### src/hw/wdt_pkg.sv
package wdt_pkg;

    // ========================================================================
    // Register map (register index = address)
    // ========================================================================
    localparam int          ADDR_W            = 2;
    localparam int          DATA_W            = 8;
    localparam logic [1:0]  ADDR_RESET_STATUS = 2'h0;
    localparam logic [1:0]  ADDR_SYS_OPT_ONE  = 2'h1;
    localparam logic [1:0]  ADDR_SYS_OPT_TWO  = 2'h2;

    // ========================================================================
    // Service keys
    // ========================================================================
    localparam logic [7:0]  KEY_FIRST         = 8'h55;
    localparam logic [7:0]  KEY_SECOND        = 8'hAA;

    // ========================================================================
    // Field positions
    // ========================================================================
    localparam int          SYSTEM_OPTIONS_ONE_TSEL_LSB    = 6;
    localparam int          SYSTEM_OPTIONS_TWO_CLKSEL_BIT  = 7;
    localparam int          SYSTEM_OPTIONS_TWO_WIN_BIT     = 6;
    localparam int          SRS_POR_BIT       = 7;
    localparam int          SRS_PIN_BIT       = 6;
    localparam int          SRS_WDOG_BIT      = 5;
    localparam int          SRS_ILOP_BIT      = 4;
    localparam int          SRS_ILAD_BIT      = 3;
    localparam int          SRS_LVD_BIT       = 1;

    // ========================================================================
    // Reset values
    // ========================================================================
    localparam logic [1:0]  TSEL_RESET        = 2'h3;
    localparam logic        CLKSEL_RESET      = 1'b0;
    localparam logic        WIN_RESET         = 1'b0;

    // Timeout select codes and clock select values
    localparam logic [1:0]  TSEL_OFF          = 2'h0;
    localparam logic [1:0]  TSEL_SHORT        = 2'h1;
    localparam logic [1:0]  TSEL_MID          = 2'h2;
    localparam logic        CLKSEL_LPO        = 1'b0;
    localparam logic        CLKSEL_BUS        = 1'b1;

    // ========================================================================
    // Timing counts
    // ========================================================================
    localparam int          CNT_W             = 19;
    localparam logic [18:0] LPO_OVF_SHORT     = 19'h00020;
    localparam logic [18:0] LPO_OVF_MID       = 19'h00100;
    localparam logic [18:0] LPO_OVF_LONG      = 19'h00400;
    localparam logic [18:0] BUS_OVF_SHORT     = 19'h02000;
    localparam logic [18:0] BUS_OVF_MID       = 19'h10000;
    localparam logic [18:0] BUS_OVF_LONG      = 19'h40000;
    localparam logic [18:0] BUS_WIN_SHORT     = 19'h01800;
    localparam logic [18:0] BUS_WIN_MID       = 19'h0C000;
    localparam logic [18:0] BUS_WIN_LONG      = 19'h30000;

endpackage : wdt_pkg

### src/hw/wdt_counter.sv
`timescale 1ns/1ps
`default_nettype none
module wdt_counter
    import wdt_pkg::*;
#(
    parameter int W = CNT_W
) (
    // Clock and reset
    input  wire logic         clk,
    input  wire logic         rst,
    // Control
    input  wire logic         clear,
    input  wire logic         inc,
    // Count
    output logic [W-1:0]      count
);

    typedef struct packed {
        logic [W-1:0] cnt;
    } wdt_cnt_t;

    wdt_cnt_t c_q;
    wdt_cnt_t c_d;

    // ========================================================================
    // Clear beats increment; wraps past its top, since overflow does not clear it
    // ========================================================================
    always_comb begin
        c_d = c_q;
        if (rst || clear) begin
            c_d.cnt = '0;
        end else if (inc) begin
            c_d.cnt = c_q.cnt + W'(1);
        end
    end

    assign count = c_q.cnt;

    always_ff @(posedge clk) begin
        c_q <= c_d;
    end

endmodule : wdt_counter
`default_nettype wire

### src/hw/wdt_lpo_sync.sv
`timescale 1ns/1ps
`default_nettype none
module wdt_lpo_sync
    import wdt_pkg::*;
(
    // Clock and reset
    input  wire logic clk,
    input  wire logic rst,
    // Slow clock in, one-cycle rising edge out
    input  wire logic lpo_in,
    output logic      lpo_tick
);

    typedef struct packed {
        logic s1;
        logic s2;
        logic s3;
        logic lvl;
    } wdt_sync_t;

    wdt_sync_t s_q;
    wdt_sync_t s_d;

    // ========================================================================
    // Three-stage capture; a level counts once stages two and three agree
    // ========================================================================
    always_comb begin
        s_d     = s_q;
        s_d.s1  = lpo_in;
        s_d.s2  = s_q.s1;
        s_d.s3  = s_q.s2;
        if (s_q.s2 == s_q.s3) begin
            s_d.lvl = s_q.s3;
        end
        if (rst) begin
            s_d = '0;
        end
    end

    // Rising edge of the accepted level
    assign lpo_tick = (s_q.s2 == s_q.s3) && s_q.s3 && !s_q.lvl;

    always_ff @(posedge clk) begin
        s_q <= s_d;
    end

endmodule : wdt_lpo_sync
`default_nettype wire

### src/hw/wdt_top.sv
// Behaviour
// - Watchdog runs after every reset with no setup needed.
// - Writing 0x55 then 0xAA to the status address restarts the timeout.
// - Service writes never change the readable status contents.
// - Counter reaching the selected overflow count requests a system reset.
// - Any other value written to the status address resets at once.
// - Clock select 0 picks the 1 kHz source, 1 picks the bus clock.
// - Timeout code 0 disables the watchdog; no timeout reset then.
// - 1 kHz source: codes 1,2,3 give 2^5, 2^8, 2^10 cycles.
// - Bus clock: codes 1,2,3 give 2^13, 2^16, 2^18 cycles.
// - Reset default is the 1 kHz source with the longest timeout.
// - Bus clock plus window bit: service only in last quarter.
// - Window opens at 6144, 49152 or 196608 counted bus cycles.
// - Windowed service before the window opens resets at once.
// - Window bit has no effect with the 1 kHz source.
// - Only first write to each option register after reset counts.
// - Bus clock: counter holds in stop or debug, resumes after.
// - 1 kHz source: counter cleared in stop or debug, restarts from zero.
// - Watchdog resets are recorded in their own status bit.
//
// Our own choices: the address-and-strobe port and the address map.
`timescale 1ns/1ps
`default_nettype none
module wdt_top
    import wdt_pkg::*;
#(
    // Long bus-clock counts, shortened in simulation
    parameter logic [CNT_W-1:0] BUS_OVF_1 = BUS_OVF_SHORT,
    parameter logic [CNT_W-1:0] BUS_OVF_2 = BUS_OVF_MID,
    parameter logic [CNT_W-1:0] BUS_OVF_3 = BUS_OVF_LONG,
    parameter logic [CNT_W-1:0] BUS_WIN_1 = BUS_WIN_SHORT,
    parameter logic [CNT_W-1:0] BUS_WIN_2 = BUS_WIN_MID,
    parameter logic [CNT_W-1:0] BUS_WIN_3 = BUS_WIN_LONG
) (
    // Clock and reset
    input  wire logic              clk,
    input  wire logic              rst,
    // Register port
    input  wire logic [ADDR_W-1:0] reg_addr,
    input  wire logic [DATA_W-1:0] reg_wdata,
    input  wire logic              reg_wr,
    input  wire logic              reg_rd,
    output logic      [DATA_W-1:0] reg_rdata,
    // Slow watchdog clock, asynchronous to clk
    input  wire logic              low_power_osc,
    // Device modes
    input  wire logic              stop_mode,
    input  wire logic              debug_mode,
    // Causes of the reset now in progress, from the reset controller
    input  wire logic              por_cause,
    input  wire logic              pin_cause,
    input  wire logic              lvd_cause,
    input  wire logic              ilop_cause,
    input  wire logic              ilad_cause,
    // Reset request and status
    output logic                   wdog_reset_req,
    output logic                   wdog_running
);

    // ========================================================================
    // State
    // ========================================================================
    typedef struct packed {
        logic [1:0]        tsel;
        logic              clksel;
        logic              win_en;
        logic              lock_one;
        logic              lock_two;
        logic              armed;
        logic              req;
        logic              in_rst;
        logic              srs_por;
        logic              srs_pin;
        logic              srs_wdog;
        logic              srs_ilop;
        logic              srs_ilad;
        logic              srs_lvd;
        logic              running;
        logic [DATA_W-1:0] rdata;
    } wdt_state_t;

    wdt_state_t s_q;
    wdt_state_t s_d;

    logic             lpo_tick;
    logic [CNT_W-1:0] count;
    logic             cnt_clear;
    logic             cnt_inc;
    logic             enabled;
    logic             paused;
    logic             windowed;
    logic             overflow;
    logic             win_open;
    logic             wr_status;
    logic             bad_write;
    logic             serviced;
    logic [CNT_W-1:0] ovf_limit;
    logic [CNT_W-1:0] win_min;

    // ========================================================================
    // Decode helpers
    // ========================================================================
    // Overflow count for a clock choice and timeout code
    function automatic logic [CNT_W-1:0] limit_of(input logic clksel, input logic [1:0] tsel);
        logic [CNT_W-1:0] r;
        r = '0;
        case (tsel)
            TSEL_SHORT: r = (clksel == CLKSEL_BUS) ? BUS_OVF_1 : LPO_OVF_SHORT;
            TSEL_MID:   r = (clksel == CLKSEL_BUS) ? BUS_OVF_2 : LPO_OVF_MID;
            default:    r = (clksel == CLKSEL_BUS) ? BUS_OVF_3 : LPO_OVF_LONG;
        endcase
        return r;
    endfunction : limit_of

    // Earliest count at which a windowed service is legal
    function automatic logic [CNT_W-1:0] window_of(input logic [1:0] tsel);
        logic [CNT_W-1:0] r;
        r = '0;
        case (tsel)
            TSEL_SHORT: r = BUS_WIN_1;
            TSEL_MID:   r = BUS_WIN_2;
            default:    r = BUS_WIN_3;
        endcase
        return r;
    endfunction : window_of

    // ========================================================================
    // Slow clock capture and counter
    // ========================================================================
    wdt_lpo_sync u_sync (
        .clk      (clk),
        .rst      (rst),
        .lpo_in   (low_power_osc),
        .lpo_tick (lpo_tick)
    );

    wdt_counter #(
        .W (CNT_W)
    ) u_cnt (
        .clk   (clk),
        .rst   (rst),
        .clear (cnt_clear),
        .inc   (cnt_inc),
        .count (count)
    );

    // ========================================================================
    // Counting and service decode
    // ========================================================================
    always_comb begin
        enabled   = (s_q.tsel != TSEL_OFF);
        paused    = stop_mode || debug_mode;
        windowed  = (s_q.clksel == CLKSEL_BUS) && s_q.win_en;
        ovf_limit = limit_of(s_q.clksel, s_q.tsel);
        win_min   = window_of(s_q.tsel);
        win_open  = !windowed || (count >= win_min);
        wr_status = reg_wr && (reg_addr == ADDR_RESET_STATUS);
        // Bus clock counts each cycle; slow clock counts accepted edges
        if (s_q.clksel == CLKSEL_BUS) begin
            cnt_inc = enabled && !paused;
        end else begin
            cnt_inc = enabled && !paused && lpo_tick;
        end
        overflow  = cnt_inc && (count == ovf_limit - CNT_W'(1));
        // A bad value, or a key outside the window, is illegal
        bad_write = wr_status && (((reg_wdata != KEY_FIRST) && (reg_wdata != KEY_SECOND))
                    || !win_open);
        serviced  = wr_status && !bad_write && (reg_wdata == KEY_SECOND) && s_q.armed;
        // Slow clock loses its count during stop or debug
        cnt_clear = serviced || !enabled
                    || ((s_q.clksel == CLKSEL_LPO) && paused);
    end

    // ========================================================================
    // Next state
    // ========================================================================
    always_comb begin
        s_d = s_q;
        s_d.rdata = '0;

        // Register reads; the status word is never written by software
        if (reg_rd) begin
            case (reg_addr)
                ADDR_RESET_STATUS: begin
                    s_d.rdata[SRS_POR_BIT]  = s_q.srs_por;
                    s_d.rdata[SRS_PIN_BIT]  = s_q.srs_pin;
                    s_d.rdata[SRS_WDOG_BIT] = s_q.srs_wdog;
                    s_d.rdata[SRS_ILOP_BIT] = s_q.srs_ilop;
                    s_d.rdata[SRS_ILAD_BIT] = s_q.srs_ilad;
                    s_d.rdata[SRS_LVD_BIT]  = s_q.srs_lvd;
                end
                ADDR_SYS_OPT_ONE: begin
                    s_d.rdata[SYSTEM_OPTIONS_ONE_TSEL_LSB +: 2] = s_q.tsel;
                end
                ADDR_SYS_OPT_TWO: begin
                    s_d.rdata[SYSTEM_OPTIONS_TWO_CLKSEL_BIT] = s_q.clksel;
                    s_d.rdata[SYSTEM_OPTIONS_TWO_WIN_BIT]    = s_q.win_en;
                end
                default: begin
                    s_d.rdata = '0;
                end
            endcase
        end

        // Write-once option registers
        if (reg_wr && (reg_addr == ADDR_SYS_OPT_ONE) && !s_q.lock_one) begin
            s_d.tsel     = reg_wdata[SYSTEM_OPTIONS_ONE_TSEL_LSB +: 2];
            s_d.lock_one = 1'b1;
        end
        if (reg_wr && (reg_addr == ADDR_SYS_OPT_TWO) && !s_q.lock_two) begin
            s_d.clksel   = reg_wdata[SYSTEM_OPTIONS_TWO_CLKSEL_BIT];
            s_d.win_en   = reg_wdata[SYSTEM_OPTIONS_TWO_WIN_BIT];
            s_d.lock_two = 1'b1;
        end

        // Key sequence: first key arms, any second key disarms
        if (wr_status && !bad_write) begin
            if (reg_wdata == KEY_FIRST) begin
                s_d.armed = 1'b1;
            end else begin
                s_d.armed = 1'b0;
            end
        end

        // Sticky until the reset controller answers with rst
        if (overflow || bad_write) begin
            s_d.req = 1'b1;
        end
        // Follows the code written this cycle, so flag and code never disagree
        s_d.running = (s_d.tsel != TSEL_OFF);
        s_d.in_rst  = 1'b0;

        // Synchronous reset: defaults, and the cause caught on its first cycle
        if (rst) begin
            s_d          = '0;
            s_d.tsel     = TSEL_RESET;
            s_d.clksel   = CLKSEL_RESET;
            s_d.win_en   = WIN_RESET;
            s_d.running  = 1'b1;
            s_d.in_rst   = 1'b1;
            if (s_q.in_rst) begin
                s_d.srs_por  = s_q.srs_por;
                s_d.srs_pin  = s_q.srs_pin;
                s_d.srs_wdog = s_q.srs_wdog;
                s_d.srs_ilop = s_q.srs_ilop;
                s_d.srs_ilad = s_q.srs_ilad;
                s_d.srs_lvd  = s_q.srs_lvd;
            end else begin
                s_d.srs_por  = por_cause;
                s_d.srs_pin  = pin_cause;
                s_d.srs_wdog = s_q.req && !por_cause;                      // power-on drops stale request
                s_d.srs_ilop = ilop_cause;
                s_d.srs_ilad = ilad_cause;
                s_d.srs_lvd  = lvd_cause;
            end
        end
    end

    // ========================================================================
    // State register
    // ========================================================================
    always_ff @(posedge clk) begin
        s_q <= s_d;
    end

    // Outputs straight from the state register
    assign reg_rdata      = s_q.rdata;
    assign wdog_reset_req = s_q.req;
    assign wdog_running   = s_q.running;

endmodule : wdt_top
`default_nettype wire
### config.mk
export PLATFORM = sky130hd
export DESIGN_NAME = wdt_top
export DESIGN_NICKNAME = d
export VERILOG_FILES = /design/src/hw/wdt_pkg.sv /design/src/hw/wdt_counter.sv /design/src/hw/wdt_lpo_sync.sv /design/src/hw/wdt_top.sv
export SDC_FILE = /design/constraint.sdc
export NUM_CORES = 1
export LEC_CHECK = 0
export ABC_AREA = 1
export BUFFER_PORTS_ARGS = -buffer_cell sky130_fd_sc_hd__clkbuf_2
export CAP_MARGIN = 20
export CORE_ASPECT_RATIO = 1.1
export CORE_MARGIN = 4
export CORE_UTILIZATION = 40
export CTS_CLUSTER_DIAMETER = 40
export DETAILED_ROUTE_END_ITERATION = 6
export PLACE_DENSITY = 0.7
export SKIP_CTS_REPAIR_TIMING = 1
export SLEW_MARGIN = 40
export SYNTH_ARGS = -nofsm -noshare
export SYNTH_HDL_FRONTEND = slang
export SYNTH_SLANG_ARGS = --single-unit
### constraint.sdc
create_clock -name clk -period 2.5 [get_ports clk]
set_input_delay 0.5 -clock clk [delete_from_list [all_inputs] [get_ports clk]]
set_output_delay 0.5 -clock clk [all_outputs]
set_load 0.1 [all_outputs]
==> key figures, run 1 <==
Outcome
  • Status: finished, final reports clean

Synth
  • Syn Inst Count: 378
  • Synth area leader: dfxtp_1
  • Post-synthesis cell type count: 32
  • Synth area leaders: dfxtp_1, nand2_1, inv_1, nor2_1, edfxtp_1
  • Post-Syn Area: about 0.0027 sq mm
  • Seq/Total Area, Yosys: 36.1%
  • Yosys top cell area share: between 20 and 30%
  • Synth warnings: 0
  • Ys flop type: dfxtp_1
  • Ys async rst share: 0%
  • Number of synthesized flops with an enable pin: 6
  • Syn Area/Cell: ~7.0 sq um
  • Synth Register Bits: between 40 and 50

Power
  • Switch share: 28.6%
  • Power Internal: about 1.0 mW
  • Logic pwr share: 13.3%
  • Sequential group share of total power: around 54%
  • Switch Pwr: 0.404 mW
  • Cell Pwr Density: 486 mW/mm^2
  • P_leak: ~1.4 nW
  • VDD IR-drop max: 0.285 mV
  • Clk network pwr share: 32.8%

Global route
  • Largest net degree at the start of global routing: 20
  • Initial antenna violation count: 0
  • Vias in the first global route: ~2.1k
  • Grt total ovfl: 0
  • GRT Total Usage: approximately 14%
  • First-pass GRT wire length: between 8000 and 9000 um

Setup path
  • Critical path arrival: approximately 2.4 ns
  • Most frequent CP cell: nand2_1
  • Crit path max-delay family: simple AND/OR/NAND/NOR gates
  • Critical Path Sink Type: register
  • CP required: between 2 and 3 ns
  • Slowest-stage cell, CP: dfxtp_1
  • CP startpoint kind: register
  • Crit-path cells: inv_1 -> ha_1 -> nand2_1 -> inv_1 -> nand2_1 -> ha_1 -> or2_2 -> nand3_1 -> nor2_1 -> nand2_1 -> nor2_1 -> nand3_1 -> nand3_1 -> nand2_1 -> inv_1
  • WP buf/inv: 3
  • WS Path Type: register to register
  • Slowest cell delay on critical path: approximately 0.38 ns
  • CP Max Fanout: 6

Timing
  • Tmin final: approximately 2.2 ns
  • Hold_ws: around 0.37 ns
  • PnR worst setup slack: roughly 0.35 ns
  • Hold Vio Cnt, Final: 0
  • Max_slew headroom: between 50% and 60%
  • Least-Margin Pin Slew: approximately 0.63 ns
  • RSZ-0062 raised after global routing: false
  • Clock skew: about 0.0052 ns
  • Final Max Tran Viols: 0
  • Setup TNS: 0 ns
  • Final setup viols: 0
  • Max Freq: between 0.4 and 0.5 GHz
  • Period utilization: 86.1%

Drt
  • Total Wirelength: 5470 um
  • DRT antenna net count: 0
  • Via/cell ratio: roughly 4.7
  • Initial drt markers: 170
  • Pre-Repair DR Iteration Count: 4
  • DR DRC count: 0
  • Vias: 2292
  • Wire per inst: 11.3 um

Place
  • DP Wirelength: roughly 4300 um
  • I/O Buffers: 29
  • Placement Setup Slack: roughly 0.36 ns
  • GPL Wtd Cong: 0.921

Floorplan
  • Die H: approximately 94 um
  • Die Wd: 85.8 um
  • Io pins: 32
  • Initial core utilization: 42.2%
  • Core Rows: 30
  • Die area: around 0.0080 sq mm
  • Core area: roughly 0.0063 sq mm

Layout
  • Share of layout cells above drive strength 1: between 10 and 15%
  • Layout fillers: 640
  • Commonest non-fill, non-tap cell in the layout: nand2_1
  • Layout Nets: between 400 and 500
  • Most frequent cells in the layout: nand2_1, inv_1, nor2_1
  • Area Overhead vs Synth: 8.92%
  • Ant. Diodes: 0

Clock network
  • Clock-pin slew on the worst setup and hold paths: roughly 0.09 ns
  • CTS Root Cell: clkbuf_8
  • # clock sinks: between 40 and 50
  • Clk_lat worst skew: 0.30 ns
  • CTS Buffer Depth: 2
  • TritonCTS clock tree: yes
  • Number of buffers created by CTS: 5
  • H-tree depth: 2

Flow run
  • # Max-Cap Violations: 0

Hold path
  • HP Class: input port to register
kinds of logic (layout without fill, tap and decap cells):
group           Yosys count  count (layout)  synth area share [%]
simple gates            200             200                  34.8
flops                    45              45                  36.1
fa+ha+maj                13              13                  6.11
other cells               1               2                 0.141
buf+inv                  81             106                  13.8
xor+xnor                 11              11                  3.62
compound gates           27              27                  5.50
state kept, by name (all words and copies together), names as in the netlist:
| name | flops |
|---|---|
| u_cnt.count | 19 |
| s_q | 14 |
| reg_rdata | 6 |
| u_sync.s_q | 4 |
| wdog_reset_req | 1 |
| wdog_running | 1 |
layout make-up:
type                    count  area [sq um]  area share (%)
multi-input cells         253          1340            46.2
flip-flops and latches     45           961            33.1
inverters                  68           258            8.88
repair buffers             30           153            5.26
well taps                  80           100            3.45
clock buffers               5          68.8            2.37
clock inverters             3          21.3           0.733
through the flow:
stage | std cells | power, mW | area, sq um | util (%)
2_1_floorplan | 379 | 0.924 | 2670 | -
3_3_place_gp | 476 | 0.959 | 2810 | 44.6
3_5_place_dp | 476 | 0.964 | 2810 | 44.6
4_1_cts | 484 | 1.43 | 2900 | 46.0
5_1_grt | 484 | 1.47 | 2900 | 46.0
6_report | 484 | 1.41 | 2900 | 46.0
cells in the mapped netlist (2+ instances only):
cell and n:
nand3_1 28, xnor2_1 2, nor3_1 5, buf_4 8, a21oi_1 11, inv_1 66, nand2_4 3, xor2_1 9
buf_6 4, ha_1 13, nand2_2 2, nor2_1 59, dfxtp_1 39, o21a_1 2, nor2_4 4, nor2_2 3
edfxtp_1 6, o21ai_0 12, nand2_1 82, nand4_1 8
final timing paths:
check	end	slack, ns	cells after the start	start
worst max register to register	wdog_reset_req$_SDFFE_PP0P_	0.35	15	s_q[23]$_SDFF_PP1_
worst min-delay path	s_q[13]$_DFFE_PP_	0.37	1	pin_cause
worst min register to register	u_sync.s_q[2]$_SDFF_PP0_	0.42	2	u_sync.s_q[3]$_SDFF_PP0_
worst max-delay path	wdog_reset_req$_SDFFE_PP0P_	0.35	15	s_q[23]$_SDFF_PP1_
power by group through the flow:
stage / logic [mW] / clock network [mW] / registers [mW]
after floorplan: 0.141 / 0 / 0.783
after global placement: 0.184 / 0 / 0.776
after detailed placement: 0.188 / 0 / 0.776
after CTS: 0.189 / 0.478 / 0.759
after global routing: 0.210 / 0.501 / 0.761
final: 0.188 / 0.462 / 0.759
per-layer routing:
| layer | wire length, um | global-route usage (%) |
|---|---|---|
| met2 | 2690 | 24.7 |
| met3 | 191 | 2.82 |
| met4 | 130 | 6.86 |
| met1 | 2460 | 16.4 |
| met5 | 0 | 0 |
Power figures use the tool's default switching activity.
==> run 2: changes to the inputs <==
Settings changed: ABC_AREA 1 to unset, PLACE_DENSITY 0.7 to 0.71.
==> run 2 against run 1 <==
Net effect:
- cell count decreased by 23%
- utilization increased by 1.2 points
- register-to-register slack got worse by 0.20 ns
- worst setup slack got worse by 0.20 ns
- combinational power decreased by 14%
- first-iteration DRC count decreased by 58%
- die area decreased by 8.4%
==> key figures, run 2 <==
Layout
  • Most frequent cells in the layout: dfxtp_1, clkbuf_2, nor3_1
  • Final core occ: a little under half
  • Area Overhead vs Synth: 13.3%
  • Share of layout cells above drive strength 1: approximately 17%
  • Ant. Diodes: 0
  • Max reg flops: 19
  • Layout Nets: between 300 and 400
  • Commonest non-fill, non-tap cell in the layout: dfxtp_1

Timing
  • Final Max Tran Viols: 0
  • Clock skew: 0.00393 ns
  • Setup TNS: 0 ns
  • Period utilization: a little over nine tenths
  • RSZ-0062 raised after global routing: false
  • Hold Vio Cnt, Final: 0
  • Hold_ws: approximately 0.38 ns
  • Tmin final: about 2.4 ns
  • Max Freq: around 0.43 GHz
  • Max_slew headroom: 62.9%
  • Final setup viols: 0
  • Least-Margin Pin Slew: 0.550 ns

Clock network
  • H-tree depth: 2
  • CTS Root Cell: clkbuf_8
  • # clock sinks: 45
  • CTS Buffer Depth: 2
  • TritonCTS clock tree: yes
  • Clock-pin slew on the worst setup and hold paths: 0.08 ns
  • Number of buffers created by CTS: 5
  • Clk_lat worst skew: 0.29 ns

Drt
  • Total Wirelength: roughly 5000 um
  • Initial drt markers: 72
  • Pre-Repair DR Iteration Count: 4
  • Vias: just under 2k
  • DR DRC count: 0
  • Wire per inst: roughly 13 um
  • DRT antenna net count: 0
  • Via/cell ratio: approximately 5.1

Power
  • P_leak: slightly above 1 nW
  • VDD IR-drop max: 0.360 mV
  • Cell Pwr Density: 527 mW/mm^2

Floorplan
  • Die H: 89.6 um
  • Core area: between 0.005 and 0.006 sq mm
  • Core Rows: 29
  • Die area: about 0.0074 sq mm
  • Initial core utilization: a little over two fifths
  • Io pins: 32
  • Die Wd: 82.2 um

Global route
  • Grt total ovfl: 0
  • First-pass GRT wire length: 8380 um
  • Initial antenna violation count: 0
  • Largest net degree at the start of global routing: 20
  • Vias in the first global route: roughly 1.7k
  • GRT Total Usage: 14.7%

Setup path
  • Critical path arrival: between 2 and 3 ns
  • CP required: around 2.7 ns
  • WS Path Type: register to register
  • FF-to-FF setup slack: 0.15 ns
  • Critical Path Sink Type: register
  • CP Max Fanout: 4
  • CP startpoint kind: register

Place
  • GPL Wtd Cong: 0.822
  • DP Wirelength: between 3000 and 4000 um
  • I/O Buffers: 29

Flow run
  • # Max-Cap Violations: 0

Synth
  • Synth Register Bits: 45
  • Top cells by count, synth: dfxtp_1, nor3_1, nor2_1
  • Post-synthesis cell type count: between 40 and 50
  • Synth area leaders: dfxtp_1, edfxtp_1, xnor2_1, ha_1, nor3_1
  • Ys flop type: dfxtp_1
  • Synth area leader: dfxtp_1
  • Ys async rst share: 0%
  • Syn Area/Cell: between 8 and 9 sq um
  • Post-Syn Area: 0.00242 sq mm
  • Number of synthesized flops with an enable pin: 6
  • Seq/Total Area, Yosys: between 30% and 40%
  • Syn Inst Count: 269
  • Yosys top cell area share: about a third
  • Synth warnings: 0
  • Most common cell in the netlist: dfxtp_1

Outcome
  • Status: finished, final reports clean

Hold path
  • HP Class: input port to register
-- run 2: path summary, 6_finish.rpt --
path	start	to	depth (start not counted)
max	s_q[23]$_SDFF_PP1_	wdog_reset_req$_SDFFE_PP0P_	9
min	ilad_cause	s_q[10]$_DFFE_PP_	1
max reg2reg	s_q[23]$_SDFF_PP1_	wdog_reset_req$_SDFFE_PP0P_	9
min reg2reg	s_q[12]$_DFFE_PP_	reg_rdata[5]$_SDFF_PP0_	1
-- run 2: through the flow --
stage | cells | instance area [sq um] | power, mW | setup slack (ns)
after detailed placement | 366 | 2630 | 0.933 | 0.131
final | 375 | 2740 | 1.45 | 0.149
after global placement | 366 | 2630 | 0.930 | 0.117
after CTS | 374 | 2740 | 1.47 | 0.117
after floorplan | 270 | 2420 | 0.892 | 0.290
after global routing | 375 | 2740 | 1.52 | 0.000145
-- run 2: final cells by class --
| cell class | instances | area [sq um] |
|---|---|---|
| fill | 566 | 3060 |
| multi-input combinational | 189 | 1290 |
| sequential | 45 | 961 |
| timing repair buffer | 38 | 223 |
| tap | 77 | 96.3 |
| clock buffer | 6 | 72.6 |
| inverter | 18 | 67.6 |
| clock inverter | 2 | 35.0 |
-- run 2: report_power, final --
part	internal (mW)	leakage (nW)	total, mW	switching [mW]
Combinational	0.0561	0.608	0.161	0.105
Clock	0.297	0.0552	0.530	0.233
Sequential	0.747	0.373	0.755	0.00754
-- run 2: kinds of logic after synthesis --
logic type	count (synthesis)	share of synthesized area, %
compound gates	34	9.62
xor+xnor	23	8.32
fa+ha+maj	13	6.72
buf+inv	36	7.24
flops	45	39.7
mux	6	2.53
other cells	1	0.155
simple gates	111	25.7
-- run 2: critical path: stages, from the launching register on --
cell and delay (ns):
dfxtp_1 0.34, inv_1 0.10, ha_1 0.25, inv_1 0.09, ha_1 0.29, nand4_1 0.14, nor4_4 0.32, nor4_1 0.07
o311ai_0 0.41, o221ai_1 0.19
-- run 2: routing by layer --
layer	wire length [um]	vias to the layer above	track usage, %	share of wire, %
li1	-	993	-	-
met1	2340	896	19.1	47
met2	2430	35	25.1	49
met3	192	5	3.09	3.8
met4	48	0	3.63	0.96
met5	0	-	0	0
==> run 3: changes to the inputs <==
--- a/config.mk
+++ b/config.mk
@@ -20 +20,2 @@
 export SYNTH_SLANG_ARGS = --single-unit
+export TNS_END_PERCENT = 10
==> constraint.sdc (replaced) <==
create_clock -name clk -period 2.5 [get_ports clk]
set_input_delay 0.125 -clock clk [delete_from_list [all_inputs] [get_ports clk]]
set_output_delay 0.125 -clock clk [all_outputs]
set_load 0.1 [all_outputs]
==> run 3 against run 2 <==
Net effect:
- worst hold slack got worse by 0.37 ns
- sequential power about the same
- highest routed layer unchanged
- cell count rose by 0.53%
- clock-buffer cell count stayed put
- global-route usage is 0.95 points higher
- critical path depth decreased by 1
- fmax hardly changed
- total power rose by 0.99%
- first-iteration DRC count fell by 29%
==> key figures, run 3 (synthesis gave the netlist of run 2 again) <==
Setup path
  • Most frequent CP cell: ha_1
  • WP buf/inv: 1
  • Slowest cell delay on critical path: a little under 0.4 ns
  • CP required: 2.66 ns
  • CP Max Fanout: 8
  • Critical path arrival: between 2 and 3 ns
  • WS Path Type: register to register
  • Slowest-stage cell, CP: ha_1
  • Crit-path cells: inv_1 -> ha_1 -> ha_1 -> a21oi_1 -> o2111ai_1 -> nor4_1 -> o311ai_1 -> o221ai_1
  • CP startpoint kind: register
  • Crit path max-delay family: compound AO/OA/AOI/OAI gates
  • FF-to-FF setup slack: approximately 0.15 ns
  • Critical Path Sink Type: register

Clock network
  • CTS Buffer Depth: 2
  • # clock sinks: 45
  • Clock-pin slew on the worst setup and hold paths: roughly 0.080 ns
  • CTS Root Cell: clkbuf_8
  • H-tree depth: 2
  • TritonCTS clock tree: yes
  • Number of buffers created by CTS: 5
  • Clk_lat worst skew: 0.30 ns

Global route
  • Initial antenna violation count: 0
  • Largest net degree at the start of global routing: 20
  • Vias in the first global route: about 1.9k
  • Grt total ovfl: 0
  • First-pass GRT wire length: around 9000 um
  • GRT Total Usage: around 16%

Floorplan
  • Initial core utilization: between 40% and 50%
  • Die area: about 0.0074 sq mm
  • Core area: 0.00581 sq mm
  • Io pins: 32
  • Core Rows: 29
  • Die H: about 90 um
  • Die Wd: between 80 and 90 um

Timing
  • RSZ-0062 raised after global routing: false
  • Least-Margin Pin Slew: roughly 0.63 ns
  • Hold Vio Cnt, Final: 0
  • Hold_ws: approximately 0.008 ns
  • Setup TNS: 0 ns
  • Max_slew headroom: 57.4%
  • Period utilization: ~94%
  • Clock skew: roughly 0.0059 ns
  • Final setup viols: 0
  • Tmin final: 2.35 ns
  • Max Freq: around 0.42 GHz
  • Final Max Tran Viols: 0

Place
  • I/O Buffers: 29
  • GPL Wtd Cong: approximately 0.79
  • DP Wirelength: 3910 um

Drt
  • Vias: a little under 2k
  • Wire per inst: around 14 um
  • DRT antenna net count: 0
  • Pre-Repair DR Iteration Count: 4
  • Total Wirelength: ~5200 um
  • Initial drt markers: 51
  • DR DRC count: 0
  • Via/cell ratio: 5.17

Hold path
  • HP Class: input port to register

Power
  • P_leak: ~1.0 nW
  • VDD IR-drop max: approximately 0.26 mV
  • Cell Pwr Density: between 500 and 600 mW/mm^2

Layout
  • Area Overhead vs Synth: 14.4%
  • Most frequent cells in the layout: dfxtp_1, clkbuf_2, nor3_1
  • Max reg flops: 19
  • Commonest non-fill, non-tap cell in the layout: dfxtp_1
  • Layout Nets: 334
  • Ant. Diodes: 0
  • Layout fillers: about 560
  • Share of layout cells above drive strength 1: between 15 and 20%

Outcome
  • Status: finished, final reports clean

Flow run
  • # Max-Cap Violations: 0
## run 3: area by class of cell
class,count,area (sq um),area share [%]
clock buffers,6,72.6,2.62
multi-input cells,189,1290,46.6
inverters,18,67.6,2.44
well taps,77,96.3,3.48
flip-flops and latches,45,961,34.7
repair buffers,40,245,8.86
clock inverters,2,35.0,1.27
## run 3: per-layer routing
| layer | track usage (%) | vias up | share of wire (%) |
|---|---|---|---|
| met5 | 0 | - | 0 |
| met4 | 6.19 | 0 | 2.2 |
| met3 | 3.39 | 12 | 3.8 |
| met2 | 26.2 | 34 | 48 |
| met1 | 19.7 | 905 | 46 |
| li1 | - | 999 | - |
## run 3: through the flow
stage | total power, mW | setup WS, ns | util, % | instance area, sq um | std cells
2_1_floorplan | 0.892 | 0.290 | - | 2420 | 270
3_3_place_gp | 0.929 | 0.116 | 45.2 | 2620 | 365
3_5_place_dp | 0.934 | 0.0837 | 45.2 | 2620 | 365
4_1_cts | 1.47 | 0.0139 | 47.0 | 2730 | 373
5_1_grt | 1.52 | 0.0132 | 47.7 | 2770 | 377
6_report | 1.46 | 0.147 | 47.7 | 2770 | 377
## run 3: final timing paths
path	from	endpoint	depth (start not counted)
worst max register to register	s_q[23]$_SDFF_PP1_	wdog_reset_req$_SDFFE_PP0P_	8
worst min register to register	s_q[9]$_DFFE_PP_	reg_rdata[1]$_SDFF_PP0_	1
worst max-delay path	s_q[23]$_SDFF_PP1_	wdog_reset_req$_SDFFE_PP0P_	8
worst min-delay path	ilad_cause	s_q[10]$_DFFE_PP_	1
## run 3: power by group
group	switching (mW)	internal (mW)
Combinational	0.108	0.0588
Clock	0.242	0.297
Sequential	0.00760	0.747
Total	0.357	1.10
